`config.mk`:
```
export PLATFORM = sky130hd
export DESIGN_NAME = irqtb_top
export DESIGN_NICKNAME = d
export VERILOG_FILES = /design/src/design/irqtb_pkg.sv /design/src/design/irqtb_tick_if.sv /design/src/design/irqtb_top.sv /design/src/design/irqtb_tick_div.sv
export VERILOG_INCLUDE_DIRS = /design/src /design/src/design
export SDC_FILE = /design/constraint.sdc
export NUM_CORES = 1
export LEC_CHECK = 0
export ABC_CLOCK_PERIOD_IN_PS = 3200
export BUFFER_PORTS_ARGS = -buffer_cell sky130_fd_sc_hd__buf_2
export CAP_MARGIN = 40
export CORE_ASPECT_RATIO = 2
export CORE_UTILIZATION = 50
export CTS_CLUSTER_DIAMETER = 30
export DETAILED_ROUTE_END_ITERATION = 10
export PLACE_DENSITY_LB_ADDON = 0.08
export SLEW_MARGIN = 30
export SYNTH_ARGS = -nofsm -noshare
export SYNTH_HDL_FRONTEND = slang
export SYNTH_HIERARCHICAL = 1
export SYNTH_SLANG_ARGS = --single-unit
```
`constraint.sdc`:
```
create_clock -name ref_clk -period 3.2 [get_ports ref_clk]
set_input_delay 0.96 -clock ref_clk [delete_from_list [all_inputs] [get_ports ref_clk]]
set_output_delay 0.96 -clock ref_clk [all_outputs]
set_load 0.01 [all_outputs]
```
`src/design/irqtb_cfg.svh`:
```
// Register offsets, field positions, reset values and counts of the interrupt block
`ifndef IRQTB_CFG_SVH
`define IRQTB_CFG_SVH

`define IRQTB_ADDR_W      4
`define IRQTB_DATA_W      8
`define IRQTB_REG_CTRL0   4'h0
`define IRQTB_REG_CTRL1   4'h1
`define IRQTB_REG_CTRL2   4'h2
`define IRQTB_REG_GRP0    4'h3
`define IRQTB_REG_GRP1    4'h4
`define IRQTB_REG_GRP2    4'h5
`define IRQTB_REG_EDGE    4'h6
`define IRQTB_REG_TBC     4'h7

`define IRQTB_NUM_VEC     11
`define IRQTB_NUM_GSRC    8

`define IRQTB_TBC_RESET   8'h37
`define IRQTB_TBC_ON      7
`define IRQTB_TBC_CK      6
`define IRQTB_TBC_B_HI    5
`define IRQTB_TBC_B_LO    4
`define IRQTB_TBC_LP      3
`define IRQTB_TBC_A_HI    2
`define IRQTB_TBC_A_LO    0

`define IRQTB_EDGE_OFF    2'h0
`define IRQTB_EDGE_RISE   2'h1
`define IRQTB_EDGE_FALL   2'h2
`define IRQTB_EDGE_BOTH   2'h3

`define IRQTB_TICK_CNT_W  15
`define IRQTB_TICK_A_BASE 8
`define IRQTB_TICK_B_BASE 12
`define IRQTB_SYSDIV_LAST 2'h3

`endif

```
`src/design/irqtb_pkg.sv`:
```
// Types shared by the interrupt block
package irqtb_pkg;
  // Order is the service priority, first entry highest
  typedef enum logic [3:0] {
    VEC_EXT_A, VEC_CMP, VEC_MF0, VEC_MF1, VEC_MF2, VEC_TICK_A,
    VEC_CONV, VEC_TICK_B, VEC_EXT_B, VEC_SER_MOD, VEC_SER_PORT
  } irqtb_vec_t;
endpackage : irqtb_pkg

```
`src/design/irqtb_tick_if.sv`:
```
// Carrier between the controller and the time-base divider
`timescale 1ns/1ps
interface irqtb_tick_if;
  logic       tick;
  logic       run;
  logic [2:0] selA;
  logic [1:0] selB;
  logic       ovfA;
  logic       ovfB;
  modport div (input tick, run, selA, selB, output ovfA, ovfB);
  modport ctl (output tick, run, selA, selB, input ovfA, ovfB);
endinterface : irqtb_tick_if

```
`src/design/irqtb_top.sv`:
```
// Interrupt request flags, enables, vector selection and time base
//
// The register offsets and strobed register access were chosen for this implementation.
`timescale 1ns/1ps
`include "irqtb_cfg.svh"
module irqtb_top (
  // Clock and reset
  input  wire logic                       ref_clk,
  input  wire logic                       rst_b,
  // Register port
  input  wire logic [`IRQTB_ADDR_W-1:0]   regAddr,
  input  wire logic [`IRQTB_DATA_W-1:0]   regWrData,
  input  wire logic                       regWrStb,
  input  wire logic                       regRdStb,
  output logic      [`IRQTB_DATA_W-1:0]   regRdData,
  // External interrupt pins
  input  wire logic                       extIrqPinA,
  input  wire logic                       extIrqPinB,
  input  wire logic                       extPinAIsInput,
  input  wire logic                       extPinBIsInput,
  // Peripheral requests
  input  wire logic                       cmpOut,
  input  wire logic                       convDone,
  input  wire logic [2:0]                 serialModuleEvent,
  input  wire logic [5:0]                 serialPortEvent,
  input  wire logic                       lowVoltageDetect,
  input  wire logic                       nvWriteDone,
  input  wire logic [2:0]                 timerMatchP,
  input  wire logic [2:0]                 timerMatchA,
  input  wire logic                       tickInputClock,
  // Core side
  input  wire logic                       stackFull,
  input  wire logic                       returnFromInterrupt,
  output logic                            vecCall,
  output irqtb_pkg::irqtb_vec_t           vecNum,
  output logic                            wakeUp,
  output logic                            slowCrystalLowPower
);
  localparam int NV = `IRQTB_NUM_VEC;
  localparam int NG = `IRQTB_NUM_GSRC;

  logic          globalIrqEnable;
  logic [NV-1:0] vecFlag;
  logic [NV-1:0] vecEnable;
  logic [NG-1:0] srcFlag;
  logic [NG-1:0] srcEnable;
  logic [3:0]    extEdgeSelect;
  logic [7:0]    timeBaseControl;
  logic          pinAPrev;
  logic          pinBPrev;
  logic          cmpPrev;
  logic          tickPrev;
  logic [1:0]    sysDiv;
  logic [NV+NG-1:0] flagsPrev;

  logic [NV-1:0] vecSet;
  logic [NG-1:0] srcSet;
  logic [2:0]    grpSet;
  logic [NV-1:0] fWe;
  logic [NV-1:0] fWd;
  logic [NV-1:0] enWd;
  logic [NV-1:0] pending;
  logic          take;
  irqtb_pkg::irqtb_vec_t pick;
  logic          extAHit;
  logic          extBHit;
  logic          wrCtrl0;
  logic          wrGrp;

  irqtb_tick_if tbIf ();

  ////////////////////////////////////////////////////////////////////
  function automatic logic edgeHit(logic [1:0] mode, logic prev, logic cur);
    case (mode)
      `IRQTB_EDGE_RISE: return !prev & cur;
      `IRQTB_EDGE_FALL: return prev & !cur;
      `IRQTB_EDGE_BOTH: return prev ^ cur;
      default:          return 1'b0;
    endcase
  endfunction : edgeHit

  function automatic irqtb_pkg::irqtb_vec_t firstPending(logic [NV-1:0] p);
    irqtb_pkg::irqtb_vec_t r;
    r = irqtb_pkg::VEC_EXT_A;
    for (int i = NV - 1; i >= 0; i--) begin
      if (p[i]) begin
        r = irqtb_pkg::irqtb_vec_t'(4'(i));
      end
    end
    return r;
  endfunction : firstPending

  // Spreads a register nibble onto the vectors in priority order, save that register 1 puts VEC_TICK_A on bit 3 and VEC_CONV on bit 2; flags take
  // the upper nibble of a control register, enables the nibble below it
  function automatic logic [NV-1:0] vecScatter(logic [3:0] n);
    return {n[3], n[2], n[1], n[0], n[2], n[3], n[1], n[0], n[2], n[1], n[0]};
  endfunction : vecScatter

  ////////////////////////////////////////////////////////////////////
  // Event detection
  assign extAHit = vecEnable[irqtb_pkg::VEC_EXT_A] & extPinAIsInput
                 & edgeHit(extEdgeSelect[1:0], pinAPrev, extIrqPinA);
  assign extBHit = vecEnable[irqtb_pkg::VEC_EXT_B] & extPinBIsInput
                 & edgeHit(extEdgeSelect[3:2], pinBPrev, extIrqPinB);

  // Group sources: timer P/A pairs, then low voltage, then write end
  assign srcSet = {nvWriteDone, lowVoltageDetect, timerMatchA[2], timerMatchP[2],
                   timerMatchA[1], timerMatchP[1], timerMatchA[0], timerMatchP[0]};
  assign grpSet[0] = |(srcSet[1:0] & srcEnable[1:0]);
  assign grpSet[1] = |(srcSet[5:2] & srcEnable[5:2]);
  assign grpSet[2] = |(srcSet[7:6] & srcEnable[7:6]);

  always_comb begin
    vecSet = '0;
    vecSet[irqtb_pkg::VEC_EXT_A]    = extAHit;
    vecSet[irqtb_pkg::VEC_EXT_B]    = extBHit;
    vecSet[irqtb_pkg::VEC_CMP]      = cmpOut ^ cmpPrev;
    vecSet[irqtb_pkg::VEC_MF0]      = grpSet[0];
    vecSet[irqtb_pkg::VEC_MF1]      = grpSet[1];
    vecSet[irqtb_pkg::VEC_MF2]      = grpSet[2];
    vecSet[irqtb_pkg::VEC_CONV]     = convDone;
    vecSet[irqtb_pkg::VEC_TICK_A]   = tbIf.ovfA;
    vecSet[irqtb_pkg::VEC_TICK_B]   = tbIf.ovfB;
    vecSet[irqtb_pkg::VEC_SER_MOD]  = |serialModuleEvent;
    vecSet[irqtb_pkg::VEC_SER_PORT] = |serialPortEvent;
  end

  ////////////////////////////////////////////////////////////////////
  // Software writes to the vectored flags
  assign wrCtrl0 = regWrStb && regAddr == `IRQTB_REG_CTRL0;

  // Control registers 0, 1 and 2 hold vectors 0..2, 3..6 and 7..10: each write covers one run
  assign fWe  = {{4{regWrStb && regAddr == `IRQTB_REG_CTRL2}}, {4{regWrStb && regAddr == `IRQTB_REG_CTRL1}},
                 {3{wrCtrl0}}};
  assign fWd  = vecScatter(regWrData[7:4]);
  // Register 0 keeps the global enable in bit 0, so its enables sit one bit higher
  assign enWd = wrCtrl0 ? vecScatter(regWrData[4:1]) : vecScatter(regWrData[3:0]);

  ////////////////////////////////////////////////////////////////////
  // Vector selection
  assign pending = vecFlag & vecEnable;
  assign take    = globalIrqEnable & |pending & !stackFull;
  assign pick    = firstPending(pending);

  always_ff @(posedge ref_clk or negedge rst_b) begin
    if (!rst_b) begin
      vecCall <= 1'b0;
      vecNum  <= irqtb_pkg::VEC_EXT_A;
    end else begin
      vecCall <= take;
      if (take) begin
        vecNum <= pick;
      end
    end
  end

  // A new event in the service cycle wins over the clear
  always_ff @(posedge ref_clk or negedge rst_b) begin
    if (!rst_b) begin
      vecFlag <= '0;
    end else begin
      for (int i = 0; i < NV; i++) begin
        if (vecSet[i]) begin
          vecFlag[i] <= 1'b1;
        end else if (fWe[i]) begin
          vecFlag[i] <= fWd[i];
        end else if (take && pick == irqtb_pkg::irqtb_vec_t'(4'(i))) begin
          vecFlag[i] <= 1'b0;
        end
      end
    end
  end

  always_ff @(posedge ref_clk or negedge rst_b) begin
    if (!rst_b) begin
      globalIrqEnable <= 1'b0;
    end else if (take) begin
      globalIrqEnable <= 1'b0;
    end else if (returnFromInterrupt) begin
      globalIrqEnable <= 1'b1;
    end else if (wrCtrl0) begin
      globalIrqEnable <= regWrData[0];
    end
  end

  ////////////////////////////////////////////////////////////////////
  // Enables, group source flags, edge select, time-base control
  always_ff @(posedge ref_clk or negedge rst_b) begin
    if (!rst_b) begin
      vecEnable <= '0;
    end else begin
      vecEnable <= (vecEnable & ~fWe) | (enWd & fWe);
    end
  end

  assign wrGrp = regWrStb && (regAddr == `IRQTB_REG_GRP0 || regAddr == `IRQTB_REG_GRP1
                              || regAddr == `IRQTB_REG_GRP2);

  // Source flags are never cleared by service; software must do it
  always_ff @(posedge ref_clk or negedge rst_b) begin
    if (!rst_b) begin
      srcFlag   <= '0;
      srcEnable <= '0;
    end else begin
      for (int i = 0; i < NG; i++) begin
        if (srcSet[i]) begin
          srcFlag[i] <= 1'b1;
        end else if (wrGrp && regAddr == `IRQTB_REG_GRP0 && i < 2) begin
          srcFlag[i] <= regWrData[4 + i];
        end else if (wrGrp && regAddr == `IRQTB_REG_GRP1 && i >= 2 && i < 6) begin
          srcFlag[i] <= regWrData[2 + i];
        end else if (wrGrp && regAddr == `IRQTB_REG_GRP2 && i >= 6) begin
          srcFlag[i] <= regWrData[i - 2];
        end
      end
      case (regWrStb ? regAddr : `IRQTB_REG_TBC)
        `IRQTB_REG_GRP0: srcEnable[1:0] <= regWrData[1:0];
        `IRQTB_REG_GRP1: srcEnable[5:2] <= regWrData[3:0];
        `IRQTB_REG_GRP2: srcEnable[7:6] <= regWrData[1:0];
        default:         srcEnable      <= srcEnable;
      endcase
    end
  end

  always_ff @(posedge ref_clk or negedge rst_b) begin
    if (!rst_b) begin
      extEdgeSelect   <= {`IRQTB_EDGE_OFF, `IRQTB_EDGE_OFF};
      timeBaseControl <= `IRQTB_TBC_RESET;
    end else if (regWrStb && regAddr == `IRQTB_REG_EDGE) begin
      extEdgeSelect <= regWrData[3:0];
    end else if (regWrStb && regAddr == `IRQTB_REG_TBC) begin
      timeBaseControl <= regWrData;
    end
  end

  assign slowCrystalLowPower = timeBaseControl[`IRQTB_TBC_LP];

  ////////////////////////////////////////////////////////////////////
  // Previous samples, tick source, wake-up
  always_ff @(posedge ref_clk or negedge rst_b) begin
    if (!rst_b) begin
      pinAPrev  <= 1'b0;
      pinBPrev  <= 1'b0;
      cmpPrev   <= 1'b0;
      tickPrev  <= 1'b0;
      sysDiv    <= 2'h0;
      flagsPrev <= '0;
      wakeUp    <= 1'b0;
    end else begin
      pinAPrev  <= extIrqPinA;
      pinBPrev  <= extIrqPinB;
      cmpPrev   <= cmpOut;
      tickPrev  <= tickInputClock;
      sysDiv    <= sysDiv + 2'h1;
      flagsPrev <= {vecFlag, srcFlag};
      wakeUp    <= |({vecFlag, srcFlag} & ~flagsPrev);
    end
  end

  assign tbIf.tick = timeBaseControl[`IRQTB_TBC_CK] ? (sysDiv == `IRQTB_SYSDIV_LAST)
                                                   : (tickInputClock & !tickPrev);
  assign tbIf.run  = timeBaseControl[`IRQTB_TBC_ON];
  assign tbIf.selA = timeBaseControl[`IRQTB_TBC_A_HI:`IRQTB_TBC_A_LO];
  assign tbIf.selB = timeBaseControl[`IRQTB_TBC_B_HI:`IRQTB_TBC_B_LO];

  irqtb_tick_div u_div (
    .ref_clk (ref_clk),
    .rst_b   (rst_b),
    .tb      (tbIf.div)
  );

  ////////////////////////////////////////////////////////////////////
  // Read port: data only in the cycle after the strobe
  always_ff @(posedge ref_clk or negedge rst_b) begin
    if (!rst_b) begin
      regRdData <= '0;
    end else if (!regRdStb) begin
      regRdData <= '0;
    end else begin
      case (regAddr)
        `IRQTB_REG_CTRL0: regRdData <= {1'b0, vecFlag[irqtb_pkg::VEC_MF0],
          vecFlag[irqtb_pkg::VEC_CMP], vecFlag[irqtb_pkg::VEC_EXT_A],
          vecEnable[irqtb_pkg::VEC_MF0], vecEnable[irqtb_pkg::VEC_CMP],
          vecEnable[irqtb_pkg::VEC_EXT_A], globalIrqEnable};
        `IRQTB_REG_CTRL1: regRdData <= {vecFlag[irqtb_pkg::VEC_TICK_A],
          vecFlag[irqtb_pkg::VEC_CONV], vecFlag[irqtb_pkg::VEC_MF2], vecFlag[irqtb_pkg::VEC_MF1],
          vecEnable[irqtb_pkg::VEC_TICK_A], vecEnable[irqtb_pkg::VEC_CONV],
          vecEnable[irqtb_pkg::VEC_MF2], vecEnable[irqtb_pkg::VEC_MF1]};
        `IRQTB_REG_CTRL2: regRdData <= {vecFlag[irqtb_pkg::VEC_SER_PORT],
          vecFlag[irqtb_pkg::VEC_SER_MOD], vecFlag[irqtb_pkg::VEC_EXT_B],
          vecFlag[irqtb_pkg::VEC_TICK_B], vecEnable[irqtb_pkg::VEC_SER_PORT],
          vecEnable[irqtb_pkg::VEC_SER_MOD], vecEnable[irqtb_pkg::VEC_EXT_B],
          vecEnable[irqtb_pkg::VEC_TICK_B]};
        `IRQTB_REG_GRP0: regRdData <= {2'h0, srcFlag[1:0], 2'h0, srcEnable[1:0]};
        `IRQTB_REG_GRP1: regRdData <= {srcFlag[5:2], srcEnable[5:2]};
        `IRQTB_REG_GRP2: regRdData <= {2'h0, srcFlag[7:6], 2'h0, srcEnable[7:6]};
        `IRQTB_REG_EDGE: regRdData <= {4'h0, extEdgeSelect};
        `IRQTB_REG_TBC:  regRdData <= timeBaseControl;
        default:         regRdData <= '0;
      endcase
    end
  end
endmodule : irqtb_top

```
`src/design/irqtb_tick_div.sv`:
```
// Time-base divider producing the two tick overflow pulses
`timescale 1ns/1ps
`include "irqtb_cfg.svh"
module irqtb_tick_div #(
  parameter int CNT_W  = `IRQTB_TICK_CNT_W,
  parameter int A_BASE = `IRQTB_TICK_A_BASE,
  parameter int B_BASE = `IRQTB_TICK_B_BASE
) (
  // Clock and reset
  input  wire logic     ref_clk,
  input  wire logic     rst_b,
  // Controller side
  irqtb_tick_if.div     tb
);
  logic [CNT_W-1:0] cnt;

  function automatic logic wraps(logic [CNT_W-1:0] c, int bits);
    logic [CNT_W-1:0] mask;
    mask = ~({CNT_W{1'b1}} << bits);
    return (c & mask) == mask;
  endfunction : wraps

  // Held at zero while off so the first period after enable is whole
  always_ff @(posedge ref_clk or negedge rst_b) begin
    if (!rst_b) begin
      cnt <= '0;
    end else if (!tb.run) begin
      cnt <= '0;
    end else if (tb.tick) begin
      cnt <= cnt + 1'b1;
    end
  end

  always_ff @(posedge ref_clk or negedge rst_b) begin
    if (!rst_b) begin
      tb.ovfA <= 1'b0;
      tb.ovfB <= 1'b0;
    end else begin
      tb.ovfA <= tb.run & tb.tick & wraps(cnt, A_BASE + int'(tb.selA));
      tb.ovfB <= tb.run & tb.tick & wraps(cnt, B_BASE + int'(tb.selB));
    end
  end
endmodule : irqtb_tick_div

```
# Word level (Yosys, flattened, before mapping)
# Cells that the tools add are included.
classes:
  n_addsub: 4
  n_eq_ne: 30
  n_shift: 2
  n_mux: 72
  n_bitwise: 32
  n_reduce_logical: 58
op_table:
  columns: ["cell", "n"]
  rows:
  - ["8-bit one-hot mux with 8 select lines", 1]
  - ["15-bit by 32-bit left shift with 15-bit output, first input constant", 2]
  - ["1-bit 2-to-1 mux", 53]
  - ["4-bit 2-to-1 mux", 12]
  - ["4-bit by 3-bit == test with 1-bit output, second input constant", 10]
  - ["3-bit nonzero test", 12]
  - ["11-bit AND", 3]
  - ["15-bit AND", 2]
  - ["15-bit == test", 2]
  - ["15-bit 2-to-1 mux", 2]
  - ["15-bit NOT", 2]
  - ["4-bit by 2-bit == test with 1-bit output, second input constant", 5]
  - ["1-bit logical AND", 20]
  - ["19-bit AND", 1]
  - ["19-bit NOT", 1]
  - ["19-bit OR reduction", 1]
  - ["2-bit nonzero test", 8]
  - ["15-bit by 1-bit adder with 15-bit output, second input constant", 1]
  - ["1-bit AND", 14]
  - ["4-bit == test, second input constant", 3]
  - ["11-bit 2-to-1 mux", 1]
  - ["11-bit NOT", 1]
  - ["11-bit OR", 1]
  - ["11-bit OR reduction", 1]
  - ["other kinds (21)", 39]
totals:
  reg_bits: 107
  inputBits: 42
  out_inout_bits: 15
  elab_cells: 237

# Depth between registers and ports, before layout
# Gate-level depths: netlist of run 1.
depth:
  word_depth: 17
  depth_mapped: 8
  ltp_nobuf: 8

# By module
# The synthesis of run 1 kept the hierarchy.
modules_own_cells:
  columns: ["mod", "n_inst", "cells_each", "area_each_um2", "seq_area_each_um2"]
  rows:
  - ["irqtb_top", 1, 405, 4285.4, 2258.4]
  - ["irqtb_tick_div", 1, 94, 920.9, 425.4]

# Worst setup path after synthesis of run 1
# Ideal clock, no wire load.
synth_path:
  kind: "input to register"
  from: "in tickInputClock"
  to: "reg u_div.cnt[10]"
  setup_time_ns: 0.078
  arrival_time_ns: 2.112
  required_time_ns: 3.122
  slack_ns: 1.010
  path_stages: 6
  n_path_buf: 1
  path_cell_list: "nand2b_1 > o21ai_0 > buf_2 > nand4_2 > or4_1 > a21oi_1"
synth_between:
  elab_chain_cells: 3
synth_rtl:
  columns: ["item", "line", "source"]
  rows:
  - ["from (decl)", "irqtb_top.sv:30", "input wire logic tickInputClock,"]
  - ["1-bit AND", "irqtb_top.sv:261", ": (tickInputClock & !tickPrev);"]
  - ["1-bit 2-to-1 mux", "irqtb_top.sv:260", "assign tbIf.tick = timeBaseControl[`IRQTB_TBC_CK] ? (sysDiv == `IRQTB_SYSDIV_LAST)"]
  - ["named net tbIf.tick", "irqtb_tick_if.sv:4", "logic tick;"]
  - ["2-bit by 1-bit inequality test with 1-bit output (no source line)", null, null]
  - ["to (signal assigned)", "irqtb_tick_div.sv:30", "cnt <= cnt + 1'b1;"]
  - ["to (decl)", "irqtb_tick_div.sv:15", "logic [CNT_W-1:0] cnt;"]
# The timed path passes the listed nets, and every way through them passes these cells.
# A chain may end at the register's enable or synchronous reset.

# Worst setup path in the final report of run 1
layout_path:
  from: "in regAddr[2]"
  to: "reg vecFlag[5]"
layout_between:
  elab_chain_cells: 4
  elab_cells_between_ends: 5
  classes_between: "1 x eq/ne; 2 x mux; 2 x reduce/logical"
layout_rtl:
  columns: ["item", "line", "source"]
  rows:
  - ["from (decl)", "irqtb_top.sv:11", "input wire logic [`IRQTB_ADDR_W-1:0] regAddr,"]
  - ["4-bit by 1-bit == test with 1-bit output *", null, null]
  - ["1-bit logical AND (no source line) *", null, null]
  - ["1-bit 2-to-1 mux", "irqtb_top.sv:165", "end else if (fWe[i]) begin"]
  - ["1-bit 2-to-1 mux", "irqtb_top.sv:163", "if (vecSet[i]) begin"]
  - ["to (signal, indexed assignment)", "irqtb_top.sv:166", "vecFlag[i] <= fWd[i];"]
  - ["to (decl)", "irqtb_top.sv:43", "logic [NV-1:0] vecFlag;"]
# Mark *: on every way between the ends. The rest lies on a longest branch, timed or not.

==> results of run 1 <==
-- power by group through the flow --
stage / clock [mW] / combinational, mW / sequential, mW
floorplan: 0 / 0.516 / 1.76
global placement: 0 / 0.740 / 1.86
detailed placement: 0 / 0.758 / 1.87
CTS: 1.11 / 0.763 / 1.84
global route: 1.16 / 0.841 / 1.87
finish: 1.07 / 0.760 / 1.85
-- stage by stage --
stage                     std cells  total power [mW]
after floorplan                 499              2.27
after detailed placement        678              2.63
after global placement          678              2.60
after CTS                       694              3.71
final                           694              3.68
after global routing            694              3.87
-- cells by family (layout without fill, tap and decap cells) --
family                     after synthesis  in the layout  synth area share (%)
muxes                                   31             31                  7.09
DFF                                    107            107                  51.6
and+or+nand+nor                        178            178                  18.4
AOI/OAI and AO/OA                      120            120                  16.3
xor gates and xnor gates                 5              5                 0.841
buffers and inverters                   52            112                  4.35
adders and majority gates                6              6                  1.44
-- synthesized netlist by cell type, drive strengths merged (4+ instances only) --
cell type / number
a22o: 5
mux2: 21
o22ai: 5
nand3: 21
buf: 14
or3: 6
o21ai: 23
o211ai: 6
nor3: 9
a31oi: 4
nor2: 29
or4: 4
dfrtp: 102
mux2i: 8
a21oi: 26
a22oi: 8
o31ai: 4
dfstp: 5
nor2b: 12
a211o: 6
nand4: 6
inv: 35
nand2: 66
a21boi: 6
nand2b: 10
ha: 6
-- worst max-delay path by stage --
stage                   start  cells past startpoint  slack, ps       endpoint
2_1_floorplan  tickInputClock                      6       1010  u_div/cnt[10]
3_3_place_gp       regAddr[2]                      6        630     vecFlag[6]
3_5_place_dp       regAddr[2]                      6        580     vecFlag[5]
4_1_cts            regAddr[2]                      6        930     vecFlag[5]
5_1_grt            regAddr[0]                      6        790     vecFlag[9]
6_report           regAddr[2]                      6        910     vecFlag[5]
-- critical path: stages --
cell     delay, ps
buf_2          260
nor3_2         300
and3_1         460
mux2i_1        230
a31oi_1         60
or2_1          240
-- layer usage --
metal | vias to the layer above | share of wire [%] | GRT usage, %
met5 | - | 0 | 0
met4 | 0 | 5.0 | 17.1
met3 | 39 | 3.1 | 3.93
met2 | 114 | 56 | 52.5
met1 | 2073 | 36 | 31.9
li1 | 1907 | - | -
-- final cells by class --
class	count	area (µm²)
clock buffer	11	253
clock inverter	5	45.0
fill	917	4240
inverter	35	131
multi-input combinational	340	2300
sequential	107	2680
tap	135	169
timing repair buffer	61	333
-- cell usage in the layout (no fill, tap or decap), types with 3 or more instances in the layout --
cell type	instances
or4_1	4
dfrtp_1	102
nor4_1	3
nand2_1	65
dfstp_2	5
nand4_1	3
nand3b_1	3
nor3_1	4
o21ai_0	21
o22ai_1	5
clkbuf_16	9
a21oi_1	26
o211ai_1	6
a31oi_1	4
a22o_1	4
mux2i_1	8
a21boi_0	6
buf_2	55
or3_1	5
nor3_2	4
a22oi_1	7
nor2_1	28
mux2_2	18
a222oi_1	3
nand3_1	20
ha_1	6
nor2b_1	12
nand2b_1	9
a32oi_1	3
o31ai_1	4
a211o_1	6
inv_1	34
xor2_1	3
buf_4	5
==> flow_summary.ini, run 1 <==
[logic_synthesis]
synthCells = 499
yosysTopAreaCell = dfrtp_1
netlist_top_cells_area = dfrtp_1 (49%), nand2_1 (4.7%), mux2_2 (3.9%)
ys_async_sr_fraction_pct = 100
yosysUniqueCellTypes = 76
netlist.area_leader.share_pct = 49.0
syn_area_mm2 = 0.00521
synth_edf_count = 0
syn-num-nets = 547
synth_warnings = 6
yosys_most_used_dff = dfrtp_1
ys_seq_area_share_pct = 51.6
synth_seq_cells = 107
avgSynthCellArea_um2 = 10.4

[detailed_routing]
wire_per_inst_um = 21.3
drc = 0
first_pass_iters = 5
vias_per_cell = 5.96
ant_nets = 0
drt_iter0_markers = 263
vias = 4133
wl_um = 14800

[clock_tree]
htreeDepth = 3
cts_sinks = 107
cts_max_path_buffers = 2
cts_resized = 0
clkTransAtPathRegs_ps = 70
cts_tree = yes
cts_made_buffers = 9
cts-root-buf = clkbuf_16
cts_hold_buffers = 0
worstSkewPairLatency_ps = 340
cts_setup_buffers = 0

[worst_setup_path]
cp_max_fo = 23
cp-end-kind = flip-flop
r2r_end = vecFlag[7]
reg2reg_depth = 6
rr_startpoint = vecFlag[9]
reg2reg_setup_slack_ps = 1250
start_kind = primary input
cp.required_ps = 3430
path_class = in -> reg
cp.arrival_ps = 2520

[cells_and_area]
syn_to_final_growth_pct = 13.5
final_cell_area_mm2 = 0.00591
drive_gt1_share_pct = 22.2
post-route-util_pct = 58.2
finalNetCount = 602
diodes = 0

[floorplanning]
die_area_mm2 = 0.0108
die_x_um = 74.2
start_util_pct = 51.3
die_h_um = 146
num_rows = 52
io_pins = 57
core_area_mm2 = 0.0101

[timing]
fin_crit_ps = 2290
fmax_mhz = 437
whs_ps = 377
maxSlewHeadroom_pct = 65.5
final-setup-viol-count = 0
fin_crit_sh_pct = 71.6
rsz0062_at_grt = false
fin_tns_setup_ps = 0
skew_ps = 5.62
setup_slack_ps = 910
tightest_slew_ps = 518
drv_slew = 0
hold_violations = 0

[power]
vdd_drop_max_mv = 0.419
p_leak_nw = 2.68
switchingPower_mw = 1.19
p_int_mw = 2.49
combPwrFrac_pct = 20.7
switching_share_pct = 32.4
seqPwrFrac_pct = 50.2
power.density_mw_per_mm2 = 623
p_clk_share_pct = 29.2

[placement]
postPlaceCellArea_mm2 = 0.00561
port_buffers = 56
pre_cts_ws_ps = 583
post-dp-hpwl_um = 11400
routabilityCongestion = 0.937

[global_route]
grt_pass1_wl_um = 22900
grt_pass1_vias = 4221
grt_usage_pct = 29.5
antenna_found_initial = 0
overflow = 0
grt_max_degree = 52

[worst_hold_path]
hp-class = reg -> reg
hold_depth = 0
hp-start = srcFlag[6]
hold_end = flagsPrev[6]

[job]
maxCapViolCount = 0

[run_status]
run_status = complete, no violations
Note: power is estimated with default switching activity, not from simulation.
==> run 2: changes to the inputs <==
--- a/config.mk
+++ b/config.mk
@@ -6,7 +6,7 @@
 export SDC_FILE = /design/constraint.sdc
 export NUM_CORES = 1
 export LEC_CHECK = 0
-export ABC_CLOCK_PERIOD_IN_PS = 3200
+export ABC_CLOCK_PERIOD_IN_PS = 2000
 export BUFFER_PORTS_ARGS = -buffer_cell sky130_fd_sc_hd__buf_2
 export CAP_MARGIN = 40
 export CORE_ASPECT_RATIO = 2
==> constraint.sdc (replaced) <==
create_clock -name ref_clk -period 2 [get_ports ref_clk]
set_input_delay 0.6 -clock ref_clk [delete_from_list [all_inputs] [get_ports ref_clk]]
set_output_delay 0.6 -clock ref_clk [all_outputs]
set_load 0.01 [all_outputs]
==> run 2 against run 1 <==
Net effect: non-clock buffer count up 38; power grew 66%; via count up 4.6%; largest cell class unchanged; critical endpoint is now vecFlag[7]; sequential share of layout area is 2.5 points lower; highest routed layer unchanged.
==> flow_summary.ini, run 2 (synthesis gave the netlist of run 1 again) <==
[cells_and_area]
syn_to_final_growth_pct = 20.1
final_cell_mix = dfrtp_1 (102), nand2_1 (65), buf_2 (55)
diodes = 0
drive_gt1_share_pct = 27.0
final_common_cell = dfrtp_1
fill_cells = 921
finalNetCount = 640

[floorplanning]
io_pins = 57
die_x_um = 74.2
die_h_um = 146
core_area_mm2 = 0.0101
start_util_pct = 51.3
die_area_mm2 = 0.0108
num_rows = 52

[placement]
pre_cts_ws_ps = -97.2
post-dp-hpwl_um = 12200
port_buffers = 56
routabilityCongestion = 0.956

[timing]
whs_ps = 232
skew_ps = 9.21
hold_violations = 0
fin_crit_ps = 1850
final-setup-viol-count = 0
tightest_slew_ps = 729
maxSlewHeadroom_pct = 51.4
setup_slack_ps = 147
drv_slew = 0
fin_crit_sh_pct = 92.6
rsz0062_at_grt = false
fmax_mhz = 540

[clock_tree]
cts_tree = yes
clkTransAtPathRegs_ps = 70
cts_made_buffers = 9
cts_setup_buffers = 0
cts_sinks = 107
cts_resized = 0
worstSkewPairLatency_ps = 350
htreeDepth = 3
cts_hold_buffers = 0
cts_max_path_buffers = 2
cts-root-buf = clkbuf_16

[global_route]
grt_pass1_vias = 4462
grt_pass1_wl_um = 24000
grt_max_degree = 38
overflow = 0
grt_usage_pct = 31.0
antenna_found_initial = 0

[detailed_routing]
vias = 4325
wire_per_inst_um = 21.1
vias_per_cell = 5.91
drc = 0
drt_iter0_markers = 308
first_pass_iters = 6
wl_um = 15500
ant_nets = 0

[worst_setup_path]
endpoint = vecFlag[7]
cp.required_ps = 2230
reg2reg_setup_slack_ps = 150
cp-end-kind = flip-flop
start_kind = flip-flop
cp.arrival_ps = 2080
cp-startpoint = vecFlag[9]
rr_startpoint = vecFlag[9]
path_class = reg -> reg
reg2reg_depth = 6
r2r_end = vecFlag[7]
cp_max_fo = 4

[power]
power.total_mw = 6.11
switching_share_pct = 31.9
seqPwrFrac_pct = 47.2
p_leak_nw = 2.88
power.density_mw_per_mm2 = 978
combPwrFrac_pct = 23.1
p_clk_share_pct = 29.7
switchingPower_mw = 1.95
vdd_drop_max_mv = 0.543
p_int_mw = 4.16

[run_status]
run_status = complete, no violations

[worst_hold_path]
hp-class = in -> async

[job]
maxCapViolCount = 0
[run 2: worst min path at each step]
stage | startpoint | endpoint | slack (ps) | cells past startpoint
2_1_floorplan | rst_b | asynchronous set/reset pin | 300 | 0
3_3_place_gp | srcFlag[6] | flagsPrev[6] | 360 | 0
3_5_place_dp | srcFlag[6] | flagsPrev[6] | 370 | 0
4_1_cts | rst_b | u_div/cnt[13] | 240 | 1
5_1_grt | rst_b | u_div/cnt[13] | 270 | 1
6_report | rst_b | srcFlag[1] | 230 | 1
[run 2: power groups by stage]
stage / Sequential, mW / Clock [mW] / Combinational (mW)
CTS: 2.87 / 1.83 / 1.42
finish: 2.88 / 1.81 / 1.41
floorplan: 2.81 / 0 / 0.825
global placement: 2.90 / 0 / 1.38
global route: 2.91 / 1.92 / 1.55
detailed placement: 2.91 / 0 / 1.41
[run 2: stage by stage]
stage	std cells	util, %	cell area (µm²)	setup TNS [ps]
floorplan	499	-	5210	0
global placement	716	58.6	5950	-88.9
detailed placement	716	58.6	5950	-106
CTS	732	61.6	6250	0
global route	732	61.6	6250	0
finish	732	61.6	6250	0
[run 2: critical path, cell delays in order, from the launching register on]
cell      delay [ps]
dfrtp_1          470
a22oi_1          250
nand3_1          100
a21oi_1          220
o21ai_0          230
o311ai_0         380
nand2_1           80
[run 2: final cells by class]
cell class / count / area [µm²] / area share, %
clock buffer: 11 / 243 / 3.88
clock inverter: 5 / 61.3 / 0.981
inverter: 35 / 131 / 2.10
multi-input combinational: 340 / 2300 / 36.7
sequential: 107 / 2680 / 42.9
tap: 135 / 169 / 2.70
timing repair buffer: 99 / 668 / 10.7
[run 2: layer usage]
| metal | GRT usage [%] | vias up | part of all wire [%] |
|---|---|---|---|
| met1 | 32.0 | 2149 | 34 |
| met2 | 55.5 | 136 | 56 |
| met4 | 18.8 | 0 | 6.2 |
| met5 | 0 | - | 0 |
| met3 | 5.24 | 57 | 3.8 |
| li1 | - | 1983 | - |
==> run 3: changes to the inputs <==
--- a/config.mk
+++ b/config.mk
@@ -13,7 +13,7 @@
 export CORE_UTILIZATION = 50
 export CTS_CLUSTER_DIAMETER = 30
 export DETAILED_ROUTE_END_ITERATION = 10
-export PLACE_DENSITY_LB_ADDON = 0.08
+export PLACE_DENSITY = 0.72
 export SLEW_MARGIN = 30
 export SYNTH_ARGS = -nofsm -noshare
 export SYNTH_HDL_FRONTEND = slang
==> run 3 against run 2 <==
Net effect: critical path depth did not move; critical endpoint unchanged; first-iteration DRC count decreased by 31%; largest cell class unchanged; global-route usage shrank 0.57 points; clock skew is 1.6 ps lower.
==> flow_summary.ini, run 3 (synthesis gave the netlist of run 1 again) <==
[placement]
routabilityCongestion = 0.968
post-dp-hpwl_um = 11900
port_buffers = 56
pre_cts_ws_ps = -31.3

[global_route]
grt_usage_pct = 30.4
grt_max_degree = 45
grt_pass1_vias = 4461
grt_pass1_wl_um = 23700
overflow = 0
antenna_found_initial = 0

[worst_setup_path]
cp-end-kind = flip-flop
cp.arrival_ps = 2120
reg2reg_depth = 6
cp.required_ps = 2230
r2r_end = vecFlag[7]
start_kind = flip-flop
path_class = reg -> reg
reg2reg_setup_slack_ps = 120
cp_max_fo = 4
rr_startpoint = vecFlag[9]

[timing]
drv_slew = 0
fin_crit_ps = 1880
final-setup-viol-count = 0
whs_ps = 170
fin_crit_sh_pct = 94.2
skew_ps = 7.65
fmax_mhz = 531
tightest_slew_ps = 615
rsz0062_at_grt = false
hold_violations = 0
setup_slack_ps = 116
maxSlewHeadroom_pct = 59.0

[clock_tree]
cts_resized = 0
cts_max_path_buffers = 2
cts_tree = yes
cts_setup_buffers = 0
cts_made_buffers = 9
cts_sinks = 107
cts_hold_buffers = 0
clkTransAtPathRegs_ps = 80
worstSkewPairLatency_ps = 360
htreeDepth = 3
cts-root-buf = clkbuf_16

[detailed_routing]
vias = 4267
drc = 0
first_pass_iters = 4
wl_um = 15200
vias_per_cell = 5.84
ant_nets = 0
drt_iter0_markers = 213
wire_per_inst_um = 20.8

[run_status]
run_status = complete, no violations

[floorplanning]
die_area_mm2 = 0.0108
core_area_mm2 = 0.0101
io_pins = 57
die_h_um = 146
start_util_pct = 51.3
num_rows = 52
die_x_um = 74.2

[cells_and_area]
fill_cells = 896
final_cell_mix = dfrtp_1 (102), nand2_1 (65), buf_2 (55)
syn_to_final_growth_pct = 19.5
finalNetCount = 639
final_common_cell = dfrtp_1
diodes = 0
drive_gt1_share_pct = 27.0

[job]
maxCapViolCount = 0

[power]
power.total_mw = 6.07
vdd_drop_max_mv = 0.649
p_leak_nw = 2.87
power.density_mw_per_mm2 = 976

[worst_hold_path]
hp-class = in -> async
==> run 3: changes by cell type in the layout (fill, tap and decap cells not counted), sizes merged <==
cell      previous run  this run
bufinv               1         0
clkbuf              11         9
inv                 36        39
clkinvlp             3         1
clkinv               0         2
buf                 99        98
==> run 3: area by class of cell <==
cell class              instances  area (µm²)  share of cell area [%]
flip-flops and latches        107        2680                    43.1
multi-input cells             340        2300                    36.9
repair buffers                 98         648                    10.4
clock buffers                   9         225                    3.62
well taps                     135         169                    2.72
inverters                      35         131                    2.11
clock inverters                 7        67.6                    1.09
==> run 3: how the worst max path moves through the flow <==
stage | from | depth (start not counted) | slack [ps] | endpoint
2_1_floorplan | tickInputClock | 6 | 170 | u_div/cnt[10]
3_3_place_gp | regAddr[1] | 7 | 1 | vecFlag[6]
3_5_place_dp | regAddr[1] | 7 | -30 | vecFlag[6]
4_1_cts | vecFlag[9] | 6 | 140 | vecFlag[7]
5_1_grt | timeBaseControl[6] | 7 | 40 | u_div/tb.ovfA
6_report | vecFlag[9] | 6 | 120 | vecFlag[7]
==> run 3: layer usage <==
layer	track usage (%)	vias to the layer above	routed length [µm]
met3	4.76	60	501
li1	-	1980	-
met2	53.7	133	8400
met5	0	-	0
met4	21.8	0	1110
met1	30.9	2094	5190
==> run 3: power by group <==
part,internal (mW),switching [mW],leakage (nW)
combinational,0.653,0.815,1.49
sequential,2.51,0.341,1.24
clock,0.880,0.866,0.142
total,4.05,2.02,2.87
==> run 3: stage by stage <==
step                      cells  setup TNS (ps)  utilization [%]  cell area [µm²]
after CTS                   731               0             61.3             6220
after floorplan             499               0                -             5210
after detailed placement    715           -38.1             58.4             5930
after global routing        731               0             61.3             6220
after global placement      715               0             58.4             5930
final                       731               0             61.3             6220
==> run 3: critical path, cell delays in order (launching register included) <==
cell and delay (ps):
dfrtp_1 450, a22oi_1 270, nand3_1 100, a21oi_1 220, o21ai_0 240, o311ai_0 380
nand2_1 90
